--- config.mk ---
export PLATFORM = sky130hd
export DESIGN_NAME = rstc_top
export DESIGN_NICKNAME = d
export VERILOG_FILES = /design/src/rstc_pkg.sv /design/src/rstc_evt_if.sv /design/src/rstc_sync.sv /design/src/rstc_top.sv
export SDC_FILE = /design/constraint.sdc
export NUM_CORES = 1
export LEC_CHECK = 0
export ABC_AREA = 0
export BUFFER_PORTS_ARGS = -buffer_cell sky130_fd_sc_hd__buf_2
export CAP_MARGIN = 20
export CORE_ASPECT_RATIO = 0.6
export CORE_MARGIN = 2
export CORE_UTILIZATION = 30
export CTS_CLUSTER_SIZE = 28
export DETAILED_ROUTE_END_ITERATION = 8
export HOLD_SLACK_MARGIN = 0.05
export SETUP_SLACK_MARGIN = 0.3
export SYNTH_ARGS = -nofsm -noshare
export SYNTH_HDL_FRONTEND = slang
export SYNTH_SLANG_ARGS = --single-unit
--- constraint.sdc ---
create_clock -name SYS_CLK -period 3.5 [get_ports SYS_CLK]
set_clock_uncertainty 0.05 [all_clocks]
set_input_delay 0.7 -clock SYS_CLK [delete_from_list [all_inputs] [get_ports SYS_CLK]]
set_output_delay 0.7 -clock SYS_CLK [all_outputs]
set_load 0.03 [all_outputs]
--- src/rstc_pkg.sv ---
// package: register map, field positions and reset values of the reset cause block
// assumes: apb slave with 32-bit data, one aligned word per register
`default_nettype none
package rstc_pkg;
    // byte offsets on the apb bus
    localparam logic [7:0]  OFF_RESET_CAUSE_CONTROL = 8'h00;
    localparam logic [7:0]  OFF_IRQ_STATUS          = 8'h04;
    localparam logic [7:0]  OFF_IRQ_MASK            = 8'h08;
    // field positions of reset_cause_control
    localparam int unsigned BIT_TRAP    = 15;
    localparam int unsigned BIT_BADOP   = 14;
    localparam int unsigned BIT_FLASHRG = 11;
    localparam int unsigned BIT_CFGMIS  = 9;
    localparam int unsigned BIT_MAINRG  = 8;
    localparam int unsigned BIT_PIN     = 7;
    localparam int unsigned BIT_SOFT    = 6;
    localparam int unsigned BIT_SOFT_WATCHDOG_ENABLE  = 5;
    localparam int unsigned BIT_WATCHDOG_TIMEOUT_FLAG    = 4;
    localparam int unsigned BIT_SLEEP   = 3;
    localparam int unsigned BIT_IDLE    = 2;
    localparam int unsigned BIT_BOR     = 1;
    localparam int unsigned BIT_POR     = 0;
    // implemented bits; 13, 12 and 10 read zero
    localparam logic [15:0] IMPL_MASK   = 16'hcbff;
    // cause flags that hardware sets
    localparam logic [15:0] FLAG_MASK   = 16'hc2df;
    localparam logic [15:0] RCC_RESET   = 16'h0003;
    localparam logic [15:0] MASK_RESET  = 16'h0000;
    localparam int unsigned EVT_W       = 16;
endpackage : rstc_pkg
`default_nettype wire

--- src/rstc_evt_if.sv ---
// interface: event pulses from the capture stage to the register file
// assumes: one clock domain, pulses one cycle long
`timescale 1ns/1ps
`default_nettype none
interface rstc_evt_if;
    logic [15:0] evt;   // one-cycle set pulses, register bit layout
    modport src (output evt);
    modport dst (input  evt);
endinterface : rstc_evt_if
`default_nettype wire

--- src/rstc_sync.sv ---
// module: two-flop synchronisers plus rising-edge pulse for each cause input
// assumes: inputs may be asynchronous to SYS_CLK
`timescale 1ns/1ps
`default_nettype none
module rstc_sync #(
    parameter int unsigned W = 16
) (
    input  wire logic         clk,
    input  wire logic         rst,
    input  wire logic [W-1:0] raw,
    rstc_evt_if.src           ev
);
    logic [W-1:0] s1_r;
    logic [W-1:0] s2_r;
    logic [W-1:0] s3_r;

    // only s2_r and its delayed copy s3_r feed the edge detector, s1_r stays private
    always_ff @(posedge clk)
    begin
        if (rst)
        begin
            s1_r <= '0;
            s2_r <= '0;
            s3_r <= '0;
        end
        else
        begin
            s1_r <= raw;
            s2_r <= s1_r;
            s3_r <= s2_r;
        end
    end

    // a held level counts once, so software can clear it while it stays high
    assign ev.evt = s2_r & ~s3_r;
endmodule : rstc_sync
`default_nettype wire

--- src/rstc_top.sv ---
// top: reset cause and control register with apb slave and interrupt
// assumes: reset logic drives cause inputs; SYS_RST is the core reset
//
// Contract
// RULE1 - trap conflict reset sets bit 15
// RULE2 - illegal opcode, addressing or uninitialised pointer sets bit 14
// RULE3 - bits 13, 12, 10 read zero and ignore writes
// RULE4 - bit 11 one keeps flash regulator active in sleep
// RULE5 - configuration mismatch reset sets bit 9
// RULE6 - bit 8 one keeps main regulator active in sleep
// RULE7 - master clear pin reset sets bit 7
// RULE8 - software reset instruction sets bit 6
// RULE9 - bit 5 enables the watchdog by software
// RULE10 - watchdog time-out sets bit 4
// RULE11 - software sets or clears any flag, never causing a reset
// RULE12 - unprogrammed fuse keeps watchdog running regardless of bit 5
// RULE13 - power-on sets bits 0 and 1, value 0x0003
// RULE14 - flags persist across other resets; bits 3, 2 record sleep, idle
//
// Local design decisions: the address map and the APB slave port.
`timescale 1ns/1ps
`default_nettype none
module rstc_top (
    input  wire logic        SYS_CLK,
    input  wire logic        SYS_RST,
    input  wire logic        POWER_ON_RST,
    input  wire logic        TRAP_CONFLICT,
    input  wire logic        BAD_OPCODE_POINTER,
    input  wire logic        CONFIG_MISMATCH,
    input  wire logic        MASTER_CLEAR_PIN,
    input  wire logic        SOFT_RESET,
    input  wire logic        WATCHDOG_TIMEOUT,
    input  wire logic        BROWNOUT,
    input  wire logic        SLEEP_WAKE,
    input  wire logic        IDLE_WAKE,
    input  wire logic        WATCHDOG_FUSE_ENABLE,
    input  wire logic        PSEL,
    input  wire logic        PENABLE,
    input  wire logic        PWRITE,
    input  wire logic [7:0]  PADDR,
    input  wire logic [31:0] PWDATA,
    input  wire logic [3:0]  PSTRB,
    output logic      [31:0] PRDATA,
    output logic             PREADY,
    output logic             PSLVERR,
    output logic             WATCHDOG_RUN,
    output logic             FLASH_REGULATOR_SLEEP_KEEP,
    output logic             MAIN_REGULATOR_SLEEP_KEEP,
    output logic             IRQ
);
    logic [15:0] rcc_r;
    logic [15:0] rcc_nxt;
    logic [15:0] irq_stat_r;
    logic [15:0] irq_stat_nxt;
    logic [15:0] irq_mask_r;
    logic [15:0] raw_evt;
    logic        fuse_s1_r;
    logic        fuse_s2_r;
    logic        wdt_run_r;
    logic [31:0] prdata_r;
    logic        wr_en;
    logic        rd_en;
    logic        hit_rcc;
    logic        hit_st;
    logic        hit_mk;

    rstc_evt_if evt_bus ();

    // byte-lane merge; used for every writable register
    function automatic logic [15:0] merge16(input logic [15:0] old, input logic [31:0] wd,
                                            input logic [3:0] strb);
        logic [15:0] res;
        res = old;
        if (strb[0])
            res[7:0] = wd[7:0];
        if (strb[1])
            res[15:8] = wd[15:8];
        return res;
    endfunction

    // map each cause input onto its register bit
    always_comb
    begin
        raw_evt                        = '0;
        // RULE1 trap conflict cause
        raw_evt[rstc_pkg::BIT_TRAP]    = TRAP_CONFLICT;
        // RULE2 bad opcode cause
        raw_evt[rstc_pkg::BIT_BADOP]   = BAD_OPCODE_POINTER;
        // RULE5 mismatch cause
        raw_evt[rstc_pkg::BIT_CFGMIS]  = CONFIG_MISMATCH;
        // RULE7 pin reset cause
        raw_evt[rstc_pkg::BIT_PIN]     = MASTER_CLEAR_PIN;
        // RULE8 software reset cause
        raw_evt[rstc_pkg::BIT_SOFT]    = SOFT_RESET;
        // RULE10 watchdog cause
        raw_evt[rstc_pkg::BIT_WATCHDOG_TIMEOUT_FLAG]    = WATCHDOG_TIMEOUT;
        // RULE14 wake status causes
        raw_evt[rstc_pkg::BIT_SLEEP]   = SLEEP_WAKE;
        raw_evt[rstc_pkg::BIT_IDLE]    = IDLE_WAKE;
        raw_evt[rstc_pkg::BIT_BOR]     = BROWNOUT;
        raw_evt[rstc_pkg::BIT_POR]     = POWER_ON_RST;
    end

    rstc_sync #(
        .W   (rstc_pkg::EVT_W)
    ) u_sync (
        .clk (SYS_CLK),
        .rst (SYS_RST),
        .raw (raw_evt),
        .ev  (evt_bus.src)
    );

    // apb decode: zero-wait slave, unmapped reads zero with error
    assign hit_rcc = PADDR == rstc_pkg::OFF_RESET_CAUSE_CONTROL;
    assign hit_st  = PADDR == rstc_pkg::OFF_IRQ_STATUS;
    assign hit_mk  = PADDR == rstc_pkg::OFF_IRQ_MASK;
    assign wr_en   = PSEL && PENABLE && PWRITE;
    assign rd_en   = PSEL && !PENABLE && !PWRITE;
    assign PREADY  = 1'b1;
    assign PSLVERR = PSEL && PENABLE && !(hit_rcc || hit_st || hit_mk);

    // next register value: software write first, hardware set wins
    always_comb
    begin
        rcc_nxt = rcc_r;
        // RULE11 software may set or clear flags; no reset output exists
        if (wr_en && hit_rcc)
            rcc_nxt = merge16(rcc_r, PWDATA, PSTRB);
        // RULE14 flags are only ever set by events, never cleared by them
        rcc_nxt = rcc_nxt | (evt_bus.evt & rstc_pkg::FLAG_MASK);
        // RULE3 unimplemented bits forced low
        rcc_nxt = rcc_nxt & rstc_pkg::IMPL_MASK;
    end

    // SYS_RST leaves flags alone so causes survive core resets; power-on loads 0x0003
    always_ff @(posedge SYS_CLK)
    begin
        // RULE13 power-on value
        if (POWER_ON_RST)
            rcc_r <= rstc_pkg::RCC_RESET;
        else
            rcc_r <= rcc_nxt;
    end

    // interrupt status: write one to clear, a new event in the same cycle wins
    always_comb
    begin
        irq_stat_nxt = irq_stat_r;
        if (wr_en && hit_st)
            irq_stat_nxt = irq_stat_r & ~merge16(16'h0000, PWDATA, PSTRB);
        irq_stat_nxt = irq_stat_nxt | (evt_bus.evt & rstc_pkg::FLAG_MASK);
    end

    always_ff @(posedge SYS_CLK)
    begin
        if (SYS_RST)
            irq_stat_r <= rstc_pkg::MASK_RESET;
        else
            irq_stat_r <= irq_stat_nxt;
    end

    // interrupt mask, same layout as status
    always_ff @(posedge SYS_CLK)
    begin
        if (SYS_RST)
            irq_mask_r <= rstc_pkg::MASK_RESET;
        else if (wr_en && hit_mk)
            irq_mask_r <= merge16(irq_mask_r, PWDATA, PSTRB) & rstc_pkg::FLAG_MASK;
    end

    assign IRQ = |(irq_stat_r & irq_mask_r);

    // fuse is a strap from outside; synchronise before use
    always_ff @(posedge SYS_CLK)
    begin
        if (SYS_RST)
        begin
            fuse_s1_r <= 1'b0;
            fuse_s2_r <= 1'b0;
        end
        else
        begin
            fuse_s1_r <= WATCHDOG_FUSE_ENABLE;
            fuse_s2_r <= fuse_s1_r;
        end
    end

    // watchdog run level
    always_ff @(posedge SYS_CLK)
    begin
        if (SYS_RST)
            wdt_run_r <= 1'b0;
        else
            // RULE12 fuse override, RULE9 software enable
            wdt_run_r <= fuse_s2_r | rcc_r[rstc_pkg::BIT_SOFT_WATCHDOG_ENABLE];
    end
    assign WATCHDOG_RUN = wdt_run_r;

    // RULE4 flash regulator keep, RULE6 main regulator keep
    assign FLASH_REGULATOR_SLEEP_KEEP = rcc_r[rstc_pkg::BIT_FLASHRG];
    assign MAIN_REGULATOR_SLEEP_KEEP  = rcc_r[rstc_pkg::BIT_MAINRG];

    // read data captured in setup, stable through access
    always_ff @(posedge SYS_CLK)
    begin
        if (SYS_RST)
            prdata_r <= '0;
        else if (rd_en)
        begin
            if (hit_rcc)
                prdata_r <= {16'h0000, rcc_r};
            else if (hit_st)
                prdata_r <= {16'h0000, irq_stat_r};
            else if (hit_mk)
                prdata_r <= {16'h0000, irq_mask_r};
            else
                prdata_r <= '0;
        end
    end
    assign PRDATA = prdata_r;
endmodule : rstc_top
`default_nettype wire

# Word level (Yosys, flattened, before mapping)
# Cells that the tools add are included.
# Widths: inputs -> output; s select.
[op_classes]
n_reduce_logical = 17
order_cmp = 0
eq_ne = 2
bitwise_logic = 8
shifts = 0
muxes = 11
div_mod_pow = 0
multipliers = 0
addsub = 0
[ops]
columns = ["cell", "n"]
rows = [
  ["$mux 16", 5],
  ["$and 16x16->16", 3],
  ["$mux 8", 6],
  ["$not 16->16", 2],
  ["$or 16x16->16", 2],
  ["$reduce_or 16->1", 1],
  ["$eq 8x3->1 const B", 1],
  ["$eq 8x4->1 const B", 1],
  ["$logic_and 1x1->1", 8],
  ["$logic_not 8->1", 1],
  ["$reduce_and 2->1", 2],
  ["$logic_not 1->1", 3],
  ["$logic_or 1x1->1", 2],
  ["$or 1x1->1", 1],
]
[totals]
latchBits = 0
romBits = 0
elab_cells = 51
ram_bits = 0
regBits = 125
out_inout_bits = 38
memories = 0

# Longest topological paths before layout
[logic_depth]
word_depth = 8
depth_mapped = 6

# By module
# From an unflattened synthesis, not the netlist that was laid out.
[hier_totals]
cells_unflattened = 397
hier_area_um2 = 4017.6
[modules_own_cells]
columns = ["mod", "area_each_um2", "cells_each", "seq_area_each_um2", "instances"]
rows = [
  ["rstc_top", 2612.5, 280, 1161.1, 1],
  ["rstc_sync", 1405.1, 117, 960.9, 1],
]

# Worst setup path before layout
# No wires, ideal clock.
[synth_timing]
path_kind = "input-to-output"
from = "input port PADDR[2]"
to = "output port PSLVERR"
required_ps = 2750
path_stages = 4
slack_ps = 673
n_path_buf = 2
arrival_ps = 2077
path_cell_list = "clkbuf_1 buf_2 nand2_1 a31oi_1"
[synth_between]
elab_chain_len = 5
[synth_lines]
columns = ["element", "line", "text"]
rows = [
  ["from (decl)", "rstc_top.sv:40", "input wire logic [7:0] PADDR,"],
  ["$eq 8x3->1 / $logic_not 8->1 (equally long branches)", "rstc_top.sv:115, rstc_top.sv:114", ""],
  ["$logic_or 1x1->1", "rstc_top.sv:120", "assign PSLVERR = PSEL && PENABLE && !(hit_rcc || hit_st || hit_mk);"],
  ["$logic_or 1x1->1 *", "rstc_top.sv:120", ""],
  ["$logic_not 1->1 *", "rstc_top.sv:120", ""],
  ["$logic_and 1x1->1 *", "rstc_top.sv:120", ""],
  ["to (decl)", "rstc_top.sv:45", "output logic PSLVERR,"],
]
# Mark *: on every way between the ends. The rest lies on a longest branch, timed or not.

# Worst setup path after layout
[layout_timing]
from = "input port PADDR[1]"
to = "register irq_stat_r[14]"
[layout_between]
elab_chain_len = 4
[layout_lines]
columns = ["element", "line", "text"]
rows = [
  ["$eq 8x3->1", "rstc_top.sv:115", "assign hit_st = PADDR == rstc_pkg::OFF_IRQ_STATUS;"],
  ["$logic_and 1x1->1", "rstc_top.sv:149", "if (wr_en && hit_st)"],
  ["$mux 16", "rstc_top.sv:149", ""],
  ["$or 16x16->16", "rstc_top.sv:151", "irq_stat_nxt = irq_stat_nxt | (evt_bus.evt & rstc_pkg::FLAG_MASK);"],
  ["to (signal assigned)", "rstc_top.sv:157", "irq_stat_r <= rstc_pkg::MASK_RESET;"],
  ["to (signal assigned)", "rstc_top.sv:159", "irq_stat_r <= irq_stat_nxt;"],
  ["to (decl)", "rstc_top.sv:53", "logic [15:0] irq_stat_r;"],
]
# No other way between the ends.
# A chain may end at the register's enable or synchronous reset.

==> impl_metrics.tcl <==
set metrics [dict create \
    arrival_ps 2580 \
    async_flop_share_pct 0 \
    dr.pass1.iters 4 \
    seq_area_um2 1762 \
    track_usage_pct 13.94 \
    multiInputGateArea_um2 1526 \
    seq_area_frac_synth_pct 50.70 \
    r2r_start "u_sync.s3_r[6]" \
    reg2reg_slack_ps 2410 \
    met1Wirelength_um 4070 \
    gp_congestion 0.8104 \
    maxCapViolCount 0 \
    worst_hold_path.endpoint "u_sync.s2_r[0]" \
    ir_worst_vdd_mv 0.2186 \
    grt_antenna_before_repair 0 \
    layout_min_cycle_time_ps 2447 \
    syn_inst 348 \
    slew_headroom_pct 48.64 \
    crit_type "input port to flip-flop" \
    clock_latency_ps 340 \
    cts-root-buf "clkbuf_16" \
    drc 0 \
    p_per_area_nw_per_um2 526.9 \
    final_net_count 463 \
    cts_num_sinks 88 \
    cts.htree.levels 3 \
    cts_hold_buffers 0 \
    p_clk_share_pct 46.3 \
    drive_above_1_share_pct 21.62 \
    vias 2616 \
    crit_slowest_cell "or4_4" \
    die_w_um 142.9 \
    highest_layer "met4" \
    fin_cells 567 \
    grt-ovfl-total 0 \
    fp-row-count 30 \
    ys_warn_count 0 \
    r2r-end "irq_stat_r[6]" \
    area_growth_pct 20.38 \
    post_cts_buffers 0 \
    tightest_slew_ps 766.2 \
    setup_viol 0 \
    grt_pass1_vias 2515 \
    hold_viol 0 \
    cp.required_ps 3630 \
    hold_slack_ps 384.9 \
    fmax_ghz 0.4086 \
    crit_chain "buf_2 -> or4_4 -> nor4_1 -> nor2b_1 -> a311oi_1" \
    fillers 1157 \
    wl_per_cell_um 14.51 \
    ys.flop_type "dfxtp_1" \
    synthesis.area_um2 3475 \
    via_per_inst 4.614 \
    hold_depth 1 \
    power_mw 2.204 \
    cts_buffers 9 \
    combPwrFrac_pct 6.5 \
    synth_area_per_cell_um2 9.984 \
    die_area_um2 12490 \
    rsz0062_at_grt "false" \
    initialDrtViolationCount 125 \
    synth_edf_count 0 \
    sw_frac_of_total_pct 22.02 \
    hold_class "flip-flop to flip-flop" \
    antenna_cells 0 \
    p_int_mw 1.718 \
    wirelength_um 8225 \
    path_max_fanout 8 \
    post-route-period-util_pct 69.92 \
    port_buffers 62 \
    clk_pin_slew_ps 60 \
    crit_buf_inv 1 \
    start_util_pct 30.75 \
    cpPeakStageDelay_ps 620 \
    ant_nets 0 \
    wl_met2_um 3604 \
    cts_tree "built" \
    grt_max_degree 45 \
    p_leak_nw 1.747 \
    critPathTopFamily "simple AND/OR/NAND/NOR gates" \
    start_kind "input port" \
    met3_length_um 504 \
    grt_pass1_wl_um 13120 \
    status "finished clean" \
    fin_setup_tns_ps 0 \
    switchingPower_mw 0.4854 \
    clock_path_buffers 2 \
    seq_power_share_pct 47.2 \
    dp_hpwl_um 5838 \
    design.portCount 98 \
    maxSlewViolCount 0 \
    hp-start "u_sync.s1_r[0]" \
    cts-resized-gates 0 \
    worst_setup_path_end_kind "flip-flop" \
    chipHeight_um 87.36 \
    ff2ff_path_depth 3 \
    ys_ff_latch 88 \
    core_area_um2 11300 \
    synth_cell_types 34 \
    place_inst 552 \
]
cell usage in the layout, fill, tap and decap left out, types with 2 or more instances in the layout:
master and count:
buf_4 5, a21oi_1 19, nand2b_1 13, bufinv_16 2, and3_1 5, a221oi_1 6
nor3_1 2, nand3_1 3, and4b_1 2, nor4_1 5, o2bb2ai_1 10, a22oi_1 13
nand4_1 4, buf_2 62, a311oi_1 4, nor4_4 2, mux2i_1 36, nand2_1 7
inv_1 7, nor2b_1 39, clkbuf_16 9, nor2_1 33, conb_1 17, dfxtp_1 88
cells in the mapped netlist, types with 3 or more instances:
master / count / area share, %
a22oi_1: 13 / 2.8
buf_4: 17 / 3.7
nor2_1: 33 / 3.6
mux2i_1: 36 / 10
nor2b_1: 39 / 7.0
o2bb2ai_1: 10 / 2.5
a221oi_1: 6 / 1.5
clkbuf_1: 18 / 1.9
dfxtp_1: 88 / 51
and3_1: 5 / 0.90
nand2_1: 7 / 0.76
a311oi_1: 4 / 1.0
a21oi_1: 19 / 2.7
nor4_1: 5 / 0.90
nand4_1: 4 / 0.72
nand2b_1: 13 / 2.3
inv_1: 7 / 0.76
nand3_1: 3 / 0.43
power by group through the flow:
| stage | clock network [mW] | logic [mW] | registers [mW] |
|---|---|---|---|
| after floorplan | 0 | 0.109 | 1.06 |
| after global placement | 0 | 0.141 | 1.06 |
| after detailed placement | 0 | 0.144 | 1.06 |
| after CTS | 1.05 | 0.144 | 1.04 |
| after global routing | 1.10 | 0.159 | 1.04 |
| final | 1.02 | 0.144 | 1.04 |
worst reg2reg max path: cells and delay by family (launching register included):
kind	cells	cell delay (ps)
AND/OR/NAND/NOR	2	400
flip-flops	1	290
AO/OA/AOI/OAI	1	260
final cells by class:
class                      count  share of cell area [%]
inverter                       7                  0.6282
timing repair buffer          67                   8.316
multi-input combinational    230                   36.49
clock buffer                  10                   5.713
tap                          160                   4.786
sequential                    88                   42.12
clock inverter                 5                   1.944
registers in the layout (all words and copies together) (netlist names):
name,count
rcc_r,13
irq_stat_r,16
u_sync.s2_r,10
u_sync.s1_r,10
WATCHDOG_RUN,1
fuse_s1_r,1
u_sync.s3_r,10
fuse_s2_r,1
irq_mask_r,10
PRDATA,16
logic make-up (layout without fill, tap and decap cells):
group,after synthesis,after routing,synth area share [%]
simple gates,123,123,20.71
mux,36,36,10.37
other cells,2,17,0.2161
compound gates,54,54,11.02
buf+inv,45,89,6.986
flops,88,88,50.70
metal layers:
layer	vias to the layer above	track usage, %
li1	1289	-
met1	1253	19.28
met2	70	20.79
met3	4	4.948
met4	0	3.240
met5	-	0
per-stage QoR:
stage,setup slack (ps),utilization (%),cell area (um2)
after global placement,793.9,34.19,3862
final,1053,37.02,4183
after CTS,1049,37.02,4183
after detailed placement,725.1,34.19,3862
after global routing,881.2,37.02,4183
after floorplan,673.5,-,3531
worst max path at each step:
stage                  start              to  slack, ps  cells past startpoint
global route        PADDR[1]   irq_stat_r[9]        880                      5
CTS                 PADDR[2]         PSLVERR       1050                      4
global placement    PADDR[1]  irq_stat_r[15]        790                      5
detailed placement  PADDR[1]  irq_stat_r[14]        730                      5
finish              PADDR[1]  irq_stat_r[14]       1050                      5
floorplan           PADDR[2]         PSLVERR        670                      4
Power figures use the tool's default switching activity.
